### src/rtl/trfe_defines.svh
`ifndef TRFE_DEFINES_SVH
`define TRFE_DEFINES_SVH

// ----------------------------------------------------------------------------
// Geometry and codes of the transmit format encoder.
// ----------------------------------------------------------------------------
`define TRFE_FIFO_DEPTH     8
`define TRFE_FIFO_WIDTH     2
`define TRFE_SLOTS          4
`define TRFE_SYNC_W         7
`define TRFE_MODE_SETTLE    3'h5
`define TRFE_RATE_E3        2'h0
`define TRFE_RATE_DS3       2'h1
`define TRFE_RATE_STS1      2'h2
`define TRFE_B3ZS_MAX_ZERO  3'h2
`define TRFE_HDB3_MAX_ZERO  3'h3

`endif

### src/rtl/trfe_pkg.sv
package trfe_pkg;

    // ------------------------------------------------------------------------
    // Types shared by the encoder and its buffer.
    // ------------------------------------------------------------------------
    typedef struct packed {
        logic pos;
        logic neg;
    } trfe_rail_t;

    typedef enum logic [1:0] {
        TRFE_ZERO = 2'h0,
        TRFE_MARK = 2'h1,
        TRFE_VIOL = 2'h3
    } trfe_code_t;

endpackage

### src/rtl/trfe_encoder.sv
`timescale 1ns/10ps
`include "trfe_defines.svh"


// ----------------------------------------------------------------------------
// Small synchronous FIFO with valid/ready on both sides.
// ----------------------------------------------------------------------------
module trfe_fifo #(
    parameter int W = `TRFE_FIFO_WIDTH,
    parameter int D = `TRFE_FIFO_DEPTH
) (
    input  wire logic         mclk,
    input  wire logic         resetn,
    input  wire logic [W-1:0] in_data,
    input  wire logic         in_valid,
    output logic              in_ready,
    output logic [W-1:0]      out_data,
    output logic              out_valid,
    input  wire logic         out_ready
);
    localparam int AW = $clog2(D);

    logic [W-1:0] mem_q [D];
    logic [AW-1:0] wr_q;
    logic [AW-1:0] rd_q;
    logic [AW:0]   count_q;
    wire           push;
    wire           pop;

    // Full and empty come straight from the fill count.
    assign in_ready  = (count_q != (AW+1)'(D));
    assign out_valid = (count_q != '0);
    assign push      = in_valid && in_ready;
    assign pop       = out_valid && out_ready;
    assign out_data  = mem_q[rd_q];

    // Storage is written only on an accepted push.
    always_ff @(posedge mclk) begin
        if (push) begin
            mem_q[wr_q] <= in_data;
        end
    end

    // Pointers wrap at the depth so any depth works, not only powers of two.
    always_ff @(posedge mclk) begin
        if (!resetn) begin
            wr_q    <= '0;
            rd_q    <= '0;
            count_q <= '0;
        end else begin
            if (push) begin
                wr_q <= (wr_q == AW'(D - 1)) ? '0 : wr_q + 1'b1;
            end
            if (pop) begin
                rd_q <= (rd_q == AW'(D - 1)) ? '0 : rd_q + 1'b1;
            end
            count_q <= count_q + (AW+1)'(push) - (AW+1)'(pop);
        end
    end
endmodule

// ----------------------------------------------------------------------------
// Transmit rail format selection and B3ZS/HDB3 line encoder.
// ----------------------------------------------------------------------------
module trfe_encoder (
    input  wire logic       mclk,
    input  wire logic       resetn,
    input  wire logic       tx_positive_rail_in,
    input  wire logic       tx_negative_rail_in,
    input  wire logic       tx_rail_valid,
    output logic            tx_rail_ready,
    input  wire logic       rail_format_select_pin,
    input  wire logic       host_mode_pin,
    input  wire logic [1:0] rate_select_pin,
    input  wire logic       host_single_rail_bit,
    output logic            codec_enable_q,
    output logic            line_pos_q,
    output logic            line_neg_q,
    output logic            line_valid_q,
    input  wire logic       line_ready
);
    // ------------------------------------------------------------------------
    // Pin synchronisers; only the second stage is read.
    // ------------------------------------------------------------------------
    logic [`TRFE_SYNC_W-1:0] sync1_q;
    logic [`TRFE_SYNC_W-1:0] sync2_q;
    wire  [`TRFE_SYNC_W-1:0] pins;

    assign pins = {rate_select_pin, host_mode_pin, rail_format_select_pin,
                   tx_rail_valid, tx_positive_rail_in, tx_negative_rail_in};

    // Two flops per pin; reset keeps the rails quiet until they settle.
    always_ff @(posedge mclk) begin
        if (!resetn) begin
            sync1_q <= '0;
            sync2_q <= '0;
        end else begin
            sync1_q <= pins;
            sync2_q <= sync1_q;
        end
    end

    wire       s_neg   = sync2_q[0];
    wire       s_pos   = sync2_q[1];
    wire       s_valid = sync2_q[2];
    wire       s_sel   = sync2_q[3];
    wire       s_host  = sync2_q[4];
    wire [1:0] s_rate  = sync2_q[6:5];

    // ------------------------------------------------------------------------
    // Format and code selection.
    // ------------------------------------------------------------------------
    wire single_rail;
    wire hdb3_mode;

    assign single_rail = s_host ? host_single_rail_bit : s_sel;
    assign hdb3_mode   = (s_rate == `TRFE_RATE_E3);

    // ------------------------------------------------------------------------
    // Input buffer between the framer pins and the encoder.
    // ------------------------------------------------------------------------
    trfe_pkg::trfe_rail_t fifo_in;
    trfe_pkg::trfe_rail_t fifo_out;
    logic                 fifo_out_valid;
    wire                  advance;

    assign fifo_in.pos = s_pos;
    assign fifo_in.neg = s_neg;

    trfe_fifo #(
        .W (`TRFE_FIFO_WIDTH),
        .D (`TRFE_FIFO_DEPTH)
    ) u_fifo (
        .mclk      (mclk),
        .resetn    (resetn),
        .in_data   (fifo_in),
        .in_valid  (s_valid),
        .in_ready  (tx_rail_ready),
        .out_data  (fifo_out),
        .out_valid (fifo_out_valid),
        .out_ready (advance)
    );

    // The encoder steps only when a bit waits and the line side can take one.
    assign advance = fifo_out_valid && (!line_valid_q || line_ready);

    // ------------------------------------------------------------------------
    // Look-ahead slots; substitution rewrites them before they leave.
    // ------------------------------------------------------------------------
    trfe_pkg::trfe_code_t code_q [`TRFE_SLOTS];
    trfe_pkg::trfe_code_t code_d [`TRFE_SLOTS];
    trfe_pkg::trfe_code_t new_code;
    trfe_pkg::trfe_code_t out_code;
    logic                 parity_q;
    logic                 parity_d;
    logic                 last_pol_q;
    wire                  in_mark;
    wire                  run_b3zs;
    wire                  run_hdb3;
    wire                  subst;

    // Dual rail marks either rail, so a violation pair collapses to one mark.
    assign in_mark  = single_rail ? fifo_out.pos : (fifo_out.pos || fifo_out.neg);
    assign new_code = in_mark ? trfe_pkg::TRFE_MARK : trfe_pkg::TRFE_ZERO;
    assign run_b3zs = !in_mark && code_q[0] == trfe_pkg::TRFE_ZERO
                      && code_q[1] == trfe_pkg::TRFE_ZERO;
    assign run_hdb3 = run_b3zs && code_q[2] == trfe_pkg::TRFE_ZERO;
    assign subst    = single_rail && (hdb3_mode ? run_hdb3 : run_b3zs);
    assign out_code = hdb3_mode ? code_q[3] : code_q[2];

    // Even parity since the last violation needs a leading B to keep it odd.
    always_comb begin
        code_d[0] = subst ? trfe_pkg::TRFE_VIOL : new_code;
        for (int i = 1; i < `TRFE_SLOTS; i++) begin
            code_d[i] = code_q[i-1];
        end
        if (subst && !parity_q) begin
            if (hdb3_mode) begin
                code_d[3] = trfe_pkg::TRFE_MARK;
            end else begin
                code_d[2] = trfe_pkg::TRFE_MARK;
            end
        end
        parity_d = subst ? 1'b0 : (parity_q ^ in_mark);
    end

    // Slot and parity state advance with the data.
    always_ff @(posedge mclk) begin
        if (!resetn) begin
            for (int i = 0; i < `TRFE_SLOTS; i++) begin
                code_q[i] <= trfe_pkg::TRFE_ZERO;
            end
            parity_q <= 1'b0;
        end else if (advance) begin
            code_q   <= code_d;
            parity_q <= parity_d;
        end
    end

    // ------------------------------------------------------------------------
    // Polarity assignment and line output register.
    // ------------------------------------------------------------------------
    wire out_b = (out_code == trfe_pkg::TRFE_MARK);
    wire out_v = (out_code == trfe_pkg::TRFE_VIOL);
    wire pulse_pol = out_b ? !last_pol_q : last_pol_q;

    // A violation repeats the last polarity; a mark flips it.
    always_ff @(posedge mclk) begin
        if (!resetn) begin
            line_pos_q     <= 1'b0;
            line_neg_q     <= 1'b0;
            line_valid_q   <= 1'b0;
            last_pol_q     <= 1'b0;
            codec_enable_q <= 1'b0;
        end else begin
            codec_enable_q <= single_rail;
            if (advance) begin
                line_pos_q   <= (out_b || out_v) && pulse_pol;
                line_neg_q   <= (out_b || out_v) && !pulse_pol;
                line_valid_q <= 1'b1;
                if (out_b) begin
                    last_pol_q <= !last_pol_q;
                end
            end else if (line_ready) begin
                line_valid_q <= 1'b0;
            end
        end
    end

    // ------------------------------------------------------------------------
    // Checks: helper counters that track line zero runs after a mode settles.
    // ------------------------------------------------------------------------
    logic [2:0] zrun_q;
    logic [2:0] settle_q;
    logic       mode_q;
    logic       rate_q;

    always_ff @(posedge mclk) begin
        if (!resetn) begin
            zrun_q   <= 3'h0;
            settle_q <= 3'h0;
            mode_q   <= 1'b0;
            rate_q   <= 1'b0;
        end else begin
            mode_q <= single_rail;
            rate_q <= hdb3_mode;
            if (mode_q != single_rail || rate_q != hdb3_mode) begin
                settle_q <= 3'h0;
            end else if (advance && settle_q != `TRFE_MODE_SETTLE) begin
                settle_q <= settle_q + 3'h1;
            end
            if (advance) begin
                zrun_q <= (out_b || out_v) ? 3'h0 : ((zrun_q == 3'h7) ? zrun_q : zrun_q + 3'h1);
            end
        end
    end

    wire settled = (settle_q == `TRFE_MODE_SETTLE) && (mode_q == single_rail)
                   && (rate_q == hdb3_mode);

    property p_single_sel;
        @(posedge mclk) disable iff (!resetn)
        (!s_host && s_sel) || (s_host && host_single_rail_bit) |=> codec_enable_q;
    endproperty
    a_single_sel: assert property (p_single_sel) else $error("single rail not selected");

    property p_dual_sel;
        @(posedge mclk) disable iff (!resetn)
        (!s_host && !s_sel) || (s_host && !host_single_rail_bit) |=> !codec_enable_q;
    endproperty
    a_dual_sel: assert property (p_dual_sel) else $error("dual rail not selected");

    property p_codec_follow;
        @(posedge mclk) disable iff (!resetn)
        $changed(single_rail) |=> codec_enable_q == $past(single_rail);
    endproperty
    a_codec_follow: assert property (p_codec_follow) else $error("codec enable lags");

    property p_dual_bypass;
        @(posedge mclk) disable iff (!resetn)
        advance && !single_rail |=> code_q[0] != trfe_pkg::TRFE_VIOL;
    endproperty
    a_dual_bypass: assert property (p_dual_bypass) else $error("substitution in dual rail");

    property p_b3zs_run;
        @(posedge mclk) disable iff (!resetn)
        settled && single_rail && !hdb3_mode |-> zrun_q <= `TRFE_B3ZS_MAX_ZERO;
    endproperty
    a_b3zs_run: assert property (p_b3zs_run) else $error("three zeros left B3ZS");

    property p_hdb3_run;
        @(posedge mclk) disable iff (!resetn)
        settled && single_rail && hdb3_mode |-> zrun_q <= `TRFE_HDB3_MAX_ZERO;
    endproperty
    a_hdb3_run: assert property (p_hdb3_run) else $error("four zeros left HDB3");

    property p_dual_no_viol;
        @(posedge mclk) disable iff (!resetn)
        settled && !single_rail && advance |-> !out_v;
    endproperty
    a_dual_no_viol: assert property (p_dual_no_viol) else $error("violation in dual rail");

    property p_ami;
        @(posedge mclk) disable iff (!resetn)
        advance && out_b |=> line_pos_q == !$past(last_pol_q) && line_neg_q == $past(last_pol_q);
    endproperty
    a_ami: assert property (p_ami) else $error("mark polarity not alternated");

    property p_viol_pol;
        @(posedge mclk) disable iff (!resetn)
        advance && out_v |=> line_pos_q == $past(last_pol_q) && line_neg_q != $past(last_pol_q);
    endproperty
    a_viol_pol: assert property (p_viol_pol) else $error("violation polarity wrong");

    c_b3zs_sub: cover property (@(posedge mclk) disable iff (!resetn)
                                subst && !hdb3_mode && !parity_q);
    c_hdb3_sub: cover property (@(posedge mclk) disable iff (!resetn)
                                subst && hdb3_mode && parity_q);
    c_dual_pair: cover property (@(posedge mclk) disable iff (!resetn)
                                 advance && !single_rail && fifo_out.pos && fifo_out.neg);
    c_fifo_full: cover property (@(posedge mclk) disable iff (!resetn) !tx_rail_ready);
endmodule

### config.mk
export PLATFORM = sky130hd
export DESIGN_NAME = trfe_encoder
export DESIGN_NICKNAME = d
export VERILOG_FILES = /design/src/rtl/trfe_pkg.sv /design/src/rtl/trfe_encoder.sv
export VERILOG_INCLUDE_DIRS = /design/src /design/src/rtl
export SDC_FILE = /design/constraint.sdc
export NUM_CORES = 1
export LEC_CHECK = 0
export BUFFER_PORTS_ARGS = -buffer_cell sky130_fd_sc_hd__buf_2
export CORE_UTILIZATION = 40
export CTS_BUF_LIST = sky130_fd_sc_hd__clkbuf_8
export DETAILED_ROUTE_END_ITERATION = 10
export GPL_TIMING_DRIVEN = 0
export MAX_ROUTING_LAYER = met4
export PLACE_DENSITY = 0.59
export SLEW_MARGIN = 0
export SYNTH_ARGS = -nofsm -noshare
export SYNTH_HDL_FRONTEND = slang
export SYNTH_SLANG_ARGS = --single-unit
### constraint.sdc
create_clock -name mclk -period 3 [get_ports mclk]
set_input_delay 0.15 -clock mclk [delete_from_list [all_inputs] [get_ports mclk]]
set_output_delay 0.15 -clock mclk [all_outputs]
set_load 0.005 [all_outputs]
# After elaboration in Yosys (flattened, before gate mapping)
# Memory sizes are Yosys's and may differ from the RTL's. A register that Yosys moved wholly into a read port is not among the register bits.
# Cells that the tools add are included.
word_totals:
  reg_bits: 38
  latch_bits: 0
  mem_bits_rw: 16
  mem_bits_ro: 0
  word_cells: 69
  memories: 1
op_classes:
  addsub: 4
  n_mul: 0
  div_mod_pow: 0
  n_lt_le_gt_ge: 0
  n_eq_ne: 5
  n_shift: 0
  n_mux: 19
  bitwise_logic: 1
  reduce_logical: 24
memory_table:
  columns: ["memory", "words", "word_bits", "rd", "rd_clocked_by_memory_dff", "wr", "line_no", "source"]
  rows:
  - ["u_fifo.mem_q", 8, 2, 1, 1, 1, "trfe_encoder.sv:23", "logic [W-1:0] mem_q [D];"]
ops:
  columns: ["cell", "count"]
  rows:
  - ["$mux W3", 4]
  - ["$logic_and A1 B1 Y1", 10]
  - ["$mux W1", 10]
  - ["$logic_not A2 Y1", 4]
  - ["$mux W2", 4]
  - ["$add A3 B1 Y3 const B", 2]
  - ["$eq A3 B3 Y1 const B", 2]
  - ["$logic_not A1 Y1", 5]
  - ["$add A4 B1 Y4", 1]
  - ["$mux W4", 1]
  - ["$ne A4 B4 Y1 const B", 1]
  - ["$reduce_bool A4 Y1", 1]
  - ["$sub A4 B1 Y4", 1]
  - ["$logic_or A1 B1 Y1", 3]
  - ["$eq A2 B1 Y1 const B", 1]
  - ["$eq A2 B2 Y1 const B", 1]
  - ["$reduce_bool A2 Y1", 1]
  - ["$xor A1 B1 Y1", 1]

# Depth between registers and ports, before layout
# Gate-level depths: netlist of run 1.
logic_depth:
  ltp_word: 10
  mapped_depth: 13
  depth_no_buf: 12

# By module
# Synthesis of run 1 repeated with hierarchy kept, for this count alone.
unflattened:
  hier_cells: 201
  area_unflattened_um2: 2283.4
by_module_without_submodules:
  columns: ["mod", "instances", "cells_each", "area_per_inst_um2", "seq_area_each_um2"]
  rows:
  - ["trfe_fifo", 1, 99, 1303.8, 740.7]
  - ["trfe_encoder", 1, 102, 979.7, 560.5]

# Worst setup path after synthesis of run 1
# OpenSTA, ideal clock, no wires.
synth_timing:
  kind: "reg-to-reg"
  startpoint: "reg u_fifo.count_q[2]"
  endpoint: "reg u_fifo.count_q[2]"
  t_arrival_ps: 2113
  required_time_ps: 2872
  setup_slack_ps: 759
  stages_incl_launch_ff: 14
  n_path_buf: 1
  cell_sequence: "dfxtp_1 > inv_1 > ha_1 > nand2_1 > nand2_2 > inv_1 > clkbuf_1 > ha_1 > inv_1 > ha_1 > inv_1 > fa_1 > xor2_1 > nor2_1"
synth_via:
  elab_chain_cells: 4
  elab_cells_between_ends: 7
  cone_classes: "add/sub (2); eq/ne (1); reduce/logical (4)"
synth_rtl:
  columns: ["element", "line_no", "source"]
  rows:
  - ["start, declared", "trfe_encoder.sv:26", "logic [AW:0] count_q;"]
  - ["start signal, assigned", "trfe_encoder.sv:57", "count_q <= count_q + (AW+1)'(push) - (AW+1)'(pop);"]
  - ["$reduce_bool A4 Y1", "trfe_encoder.sv:32", "assign out_valid = (count_q != '0);"]
  - ["$logic_and A1 B1 Y1", "trfe_encoder.sv:145", "assign advance = fifo_out_valid && (!line_valid_q || line_ready);"]
  - ["named net advance", "trfe_encoder.sv:125", "wire advance;"]
  - ["$logic_and A1 B1 Y1", "trfe_encoder.sv:34", "assign pop = out_valid && out_ready;"]
  - ["$sub A4 B1 Y4", "trfe_encoder.sv:57", null]
# The timed path passes the listed nets, and every way through them passes these cells.
# A chain may end at the register's enable or synchronous reset.

# Worst setup path in the final report of run 1
# Ends and elaborated chain as after synthesis.

==> flow_summary_export.csv, run 1 <==
group,metric,value,unit
status,status,"completed",
synth,synth_cell_types,39,
drt,final_antenna_net_count,0,
sta,relSlewSlack,0.6119,
clock_network,numCtsBuffers,9,
global_routing,grtUsageTotal,0.1520,
global_routing,grt_first_pass_wirelength,6624,um
place,io_buffers,15,
synth,syn_nets,232,
finish,drive_gt1_frac,0.1577,
clock_network,cts_sinks,57,
clock_network,cts_tree,"done",
global_routing,grt_max_degree,11,
power_and_ir_drop,p_leak,1.026,nW
hold_path,hold_path_class,"in2reg",
worst_setup_path,crit_fanout,10,
sta,slew_viol_final,0,
finish,final_nets,258,
clock_network,clockBufferDepth,2,
synth,ys.flop_type,"dfxtp_1",
sta,skew,0.006223,ns
drt,vias_per_cell,4.756,
clock_network,post_cts_buffers,0,
sta,setup_viol,0,
worst_setup_path,r2r_end,"u_fifo.count_q[2]",
drt,wirelength,3826,um
die,core,5270,sq um
run,drv_cap,0,
die,ios,16,
worst_setup_path,required,3.19,ns
hold_path,hold_path_startpoint,"tx_rail_valid",
place,dpl.cell_count,295,
synth,yosysTopAreaCell,"dfxtp_1",
synth,synth_warnings,0,
global_routing,grt_pass1_vias,1397,
sta,tns,0,ns
synth,yosysTopAreaCellShare,0.3655,
worst_setup_path,start_kind,"register",
sta,holdWs,0.02842,ns
clock_network,cts_max_level,3,
sta,rsz0062_at_grt,"no",
synth,yosysMostFrequentCell,"dfxtp_1",
worst_setup_path,r2r_cells,13,
worst_setup_path,worstSetupEndpointType,"register",
clock_network,clk_pin_slew,0.06,ns
synth,ys_seq_area_frac,0.5794,
worst_setup_path,critical_path_class,"reg2reg",
global_routing,antenna_found_initial,0,
sta,hold_viol_final,0,
hold_path,min_to,"sync1_q[2]",
finish,instances_no_fill,311,
synth,async_flop_share,0,
finish,diodes,0,
place,hpwlAfterDp,2667,um
synth,syn_inst,210,
sta,tightest_slew,0.5822,ns
drt,vias,1479,
drt,drt_first_pass_iters,4,
drt,route.detailed.drc,0,
sta,min_period_over_period,0.8698,
power_and_ir_drop,power.density,896.7,nW/um^2
sta,fin_crit,2.610,ns
synth,yosys-top-cells-area,"dfxtp_1, edfxtp_1, ha_1",
die,initial_utilization,0.4262,
clock_network,cts_root_buffer,"clkbuf_8",
clock_network,clk_latency,0.32,ns
die,rows,26,
synth,netlist_area,2246,sq um
worst_setup_path,timing.rr.start,"u_fifo.count_q[2]",
die,die_h,76.93,um
worst_setup_path,r2r_slack,0.39,ns
die,dieWidth,76.93,um
synth,synth.avg_cell_area,10.69,sq um
synth,ys_seq_elements,57,
drt,wl_per_cell,12.30,um
finish,area_delta_synth_final,16.94,%
worst_setup_path,worst_ep_arrival_time,2.80,ns
synth,synth_edf_count,16,
synth,synth_commonest_cells,"dfxtp_1, nand2_1, nor2_1, a21oi_1, edfxtp_1",
power_and_ir_drop,ir_worst_vdd,0.4221,mV
hold_path,hold_path_depth,2,
clock_network,cts.repair.resized,0,
sta,max_freq,383.2,MHz
global_routing,grt-ovfl-total,0,
drt,first_iter_violations,38,
clock_network,ctsHoldBuffers,0,
place,finalWeightedCongestion,0.7352,
die,fp.dieArea,5918,sq um
==> report_power, final <==
part / total (mW) / internal, mW / switching [mW]
sequential: 0.986 / 0.903 / 0.0826
clock: 0.751 / 0.470 / 0.281
combinational: 0.618 / 0.276 / 0.342
total: 2.35 / 1.65 / 0.706
==> per-layer routing <==
metal  wire length (um)  vias to the layer above  GRT usage
li1                   -                      780          -
met1               1949                      661     0.1947
met2               1632                       31     0.2188
met3                162                        7    0.03571
met4                 81                        0    0.08654
met5                  0                        -          -
==> state kept, by name, summed over array words and instances (netlist names), named ones only <==
signal	flops
u_fifo.mem_q	16
code_q	6
line_neg_q	1
line_valid_q	1
sync1_q	7
parity_q	1
line_pos_q	1
codec_enable_q	1
u_fifo.wr_q	3
u_fifo.rd_q	3
code_d	2
sync2_q	7
last_pol_q	1
u_fifo.count_q	4
==> per-stage QoR <==
| step | cell area, sq um | total power, mW | utilization | setup slack, ns |
|---|---|---|---|---|
| after CTS | 2626 | 2.386 | 0.4983 | 0.3571 |
| final | 2626 | 2.355 | 0.4983 | 0.3905 |
| after global routing | 2626 | 2.540 | 0.4983 | 0.06570 |
| after detailed placement | 2409 | 1.636 | 0.4570 | 0.3768 |
| after floorplan | 2246 | 1.475 | - | 0.7592 |
| after global placement | 2409 | 1.620 | 0.4570 | 0.3657 |
==> how the worst max path moves through the flow <==
stage / slack (ns) / from / end
final: 0.39 / u_fifo.count_q[2] / u_fifo.count_q[2]
after global routing: 0.07 / u_fifo.count_q[2] / u_fifo.count_q[2]
after CTS: 0.36 / u_fifo.count_q[2] / u_fifo.count_q[2]
after detailed placement: 0.38 / u_fifo.count_q[2] / u_fifo.count_q[3]
after global placement: 0.37 / u_fifo.count_q[2] / u_fifo.count_q[2]
after floorplan: 0.76 / u_fifo.count_q[2] / u_fifo.count_q[2]
==> placed cells by master, fill, tap and decap left out, drive strengths merged, types with 2 or more instances in the layout <==
cell type,n
a311oi,2
o21ai,5
nor4,3
clkbuf,17
a21oi,17
edfxtp,16
inv,12
ha,10
a31oi,3
xnor2,2
buf,17
nor3,6
nor3b,2
nand2,26
mux2i,4
mux2,2
nand2b,4
nor2,19
dfxtp,41
and2,15
==> final cells by class <==
type,instances,area (sq um)
Clock buffer,13,178.9
Fill cell,511,2644
Clock inverter,3,38.79
Multi-Input combinational cell,136,873.3
Sequential cell,57,1301
Buffer,6,30.03
Timing Repair Buffer,15,75.07
Inverter,11,41.29
Tap cell,70,87.58
==> critical path, stage by stage (launching register included) <==
cell	delay [ns]
dfxtp_1	0.30
inv_1	0.06
ha_1	0.21
nand2_1	0.08
nand2_2	0.14
inv_1	0.12
clkbuf_1	0.40
ha_1	0.31
inv_1	0.06
ha_1	0.15
inv_1	0.05
fa_1	0.37
xor2_1	0.16
nor2_1	0.05
==> cell families after synthesis <==
family                   after synthesis  synth area share
AO/OA/AOI/OAI                         33           0.09137
XOR/XNOR                               3           0.01170
adder cells (fa/ha/maj)               11           0.06462
buffers and inverters                 17           0.03175
flip-flops                            57            0.5794
multiplexers                           7           0.03955
AND/OR/NAND/NOR                       82            0.1816
Note: power is estimated with default switching activity, not from simulation.
==> run 2, diff against run 1 <==
BUFFER_PORTS_ARGS = unset   (was -buffer_cell sky130_fd_sc_hd__buf_2)
DONT_BUFFER_PORTS = 1   (was unset)
PLACE_DENSITY = 0.56   (was 0.59)
==> run 2 against run 1 <==
Sequential cell count stayed put. Clock power is 15% lower. Critical endpoint unchanged. Final area is 1.1% lower. Critical path depth stayed put. Total power is 4.8% lower. Critical path type unchanged.
==> flow_summary_export.csv, run 2 (same netlist as run 1, synthesis figures left out) <==
group,metric,value,unit
status,status,"completed",
finish,diodes,0,
worst_setup_path,worst_ep_arrival_time,2.85,ns
worst_setup_path,critical_path_class,"reg2reg",
drt,vias,1471,
hold_path,hold_path_depth,2,
global_routing,grt-ovfl-total,0,
power_and_ir_drop,power.density,863.0,nW/um^2
place,hpwlAfterDp,2676,um
sta,relSlewSlack,0.6016,
sta,slew_viol_final,0,
sta,fin_crit,2.661,ns
die,initial_utilization,0.4262,
clock_network,clk_latency,0.32,ns
clock_network,cts_sinks,57,
sta,tns,0,ns
drt,drt_first_pass_iters,4,
sta,rsz0062_at_grt,"no",
place,io_buffers,0,
worst_setup_path,r2r_slack,0.34,ns
clock_network,cts_tree,"done",
global_routing,grt_max_degree,11,
drt,first_iter_violations,49,
finish,top_register,"u_fifo.mem_q",
finish,final_nets,251,
sta,max_freq,375.8,MHz
clock_network,post_cts_buffers,0,
die,die_h,76.93,um
clock_network,clockBufferDepth,2,
sta,skew,0.01441,ns
run,drv_cap,0,
finish,nFillCells,508,
clock_network,cts_root_buffer,"clkbuf_8",
power_and_ir_drop,p_total,2.242,mW
die,dieWidth,76.93,um
finish,final_util,0.4929,
worst_setup_path,r2r_cells,13,
sta,tightest_slew,0.5975,ns
die,fp.dieArea,5918,sq um
place,dpl.cell_count,280,
drt,wirelength,3936,um
finish,drive_gt1_frac,0.09402,
place,finalWeightedCongestion,0.7142,
worst_setup_path,timing.rr.start,"u_fifo.count_q[2]",
die,rows,26,
drt,vias_per_cell,4.839,
finish,top_regs,"u_fifo.mem_q (16), sync1_q (7), sync2_q (7)",
drt,route.detailed.drc,0,
global_routing,antenna_found_initial,0,
sta,hold_viol_final,0,
hold_path,min_to,"codec_enable_q",
global_routing,grt_first_pass_wirelength,6775,um
worst_setup_path,crit_fanout,10,
clock_network,clk_pin_slew,0.07,ns
die,core,5270,sq um
finish,instances_no_fill,304,
sta,min_period_over_period,0.8870,
finish,final_common_cell,"dfxtp_1",
clock_network,numCtsBuffers,9,
sta,setup_viol,0,
power_and_ir_drop,p_leak,0.9853,nW
drt,final_antenna_net_count,0,
worst_setup_path,r2r_end,"u_fifo.count_q[2]",
worst_setup_path,start_kind,"register",
hold_path,hold_path_startpoint,"host_single_rail_bit",
finish,area_delta_synth_final,15.65,%
clock_network,cts_max_level,3,
die,ios,16,
finish,mostFrequentLayoutCells,"dfxtp_1, nand2_1, nor2_1",
finish,largest_reg_flops,16,
hold_path,hold_path_class,"in2reg",
global_routing,grtUsageTotal,0.1583,
power_and_ir_drop,ir_worst_vdd,0.4779,mV
drt,wl_per_cell,12.95,um
worst_setup_path,required,3.19,ns
global_routing,grt_pass1_vias,1457,
worst_setup_path,worstSetupEndpointType,"register",
run 2: metrics by stage:
stage | area (sq um) | worst slack [ns] | hold WS (ns)
2_1_floorplan | 2246 | 0.7592 | 0.2717
3_3_place_gp | 2333 | 0.3620 | 0.2749
3_5_place_dp | 2333 | 0.3409 | 0.2752
4_1_cts | 2597 | 0.3196 | 0.02051
5_1_grt | 2597 | 0.1038 | 0.02614
6_report | 2597 | 0.3390 | 0.02456
run 2: layer usage:
layer  GRT usage  up-vias  wire length, um
met2      0.2152       20             1729
met3     0.06905        2              117
met4     0.06346        0               21
met1      0.2037      686             2068
li1            -      763                -
met5           -        -                0
run 2: repair_timing:
| action | CTS | global route |
|---|---|---|
| hold buffers | 8 | 0 |
| hold endpoints to repair | 14 | 0 |
| endpoints found under the setup margin | 0 | 0 |
| resized for setup | 0 | 0 |
run 2: final cells by class:
type                       count  area, sq um  share of cell area
clock inverter                 4        18.77            0.007225
inverter                      11        41.29             0.01590
buffer                         6        30.03             0.01156
tap                           70        87.58             0.03372
timing repair buffer           8        80.08             0.03083
sequential                    57         1301              0.5010
multi-input combinational    136        873.3              0.3362
clock buffer                  12        165.2             0.06358
run 2: critical path, cell delays in order (launching register included):
cell	delay, ns
dfxtp_1	0.30
inv_1	0.06
ha_1	0.22
nand2_1	0.08
nand2_2	0.14
inv_1	0.12
clkbuf_1	0.41
ha_1	0.32
inv_1	0.06
ha_1	0.16
inv_1	0.06
fa_1	0.38
xor2_1	0.16
nor2_1	0.05
run 2: power breakdown:
group | internal (mW) | switching (mW) | total (mW) | leakage, nW
Combinational | 0.270 | 0.342 | 0.612 | 0.396
Clock | 0.360 | 0.280 | 0.640 | 0.105
Sequential | 0.903 | 0.0864 | 0.990 | 0.484
run 2: worst max path at each step:
stage | end | slack, ns | cells after the start | startpoint
final | u_fifo.count_q[2] | 0.34 | 13 | u_fifo.count_q[2]
after global routing | u_fifo.count_q[2] | 0.10 | 13 | u_fifo.count_q[2]
after CTS | u_fifo.count_q[2] | 0.32 | 13 | u_fifo.count_q[2]
after detailed placement | u_fifo.count_q[2] | 0.34 | 13 | u_fifo.count_q[2]
after global placement | u_fifo.count_q[2] | 0.36 | 13 | u_fifo.count_q[2]
after floorplan | u_fifo.count_q[2] | 0.76 | 13 | u_fifo.count_q[2]
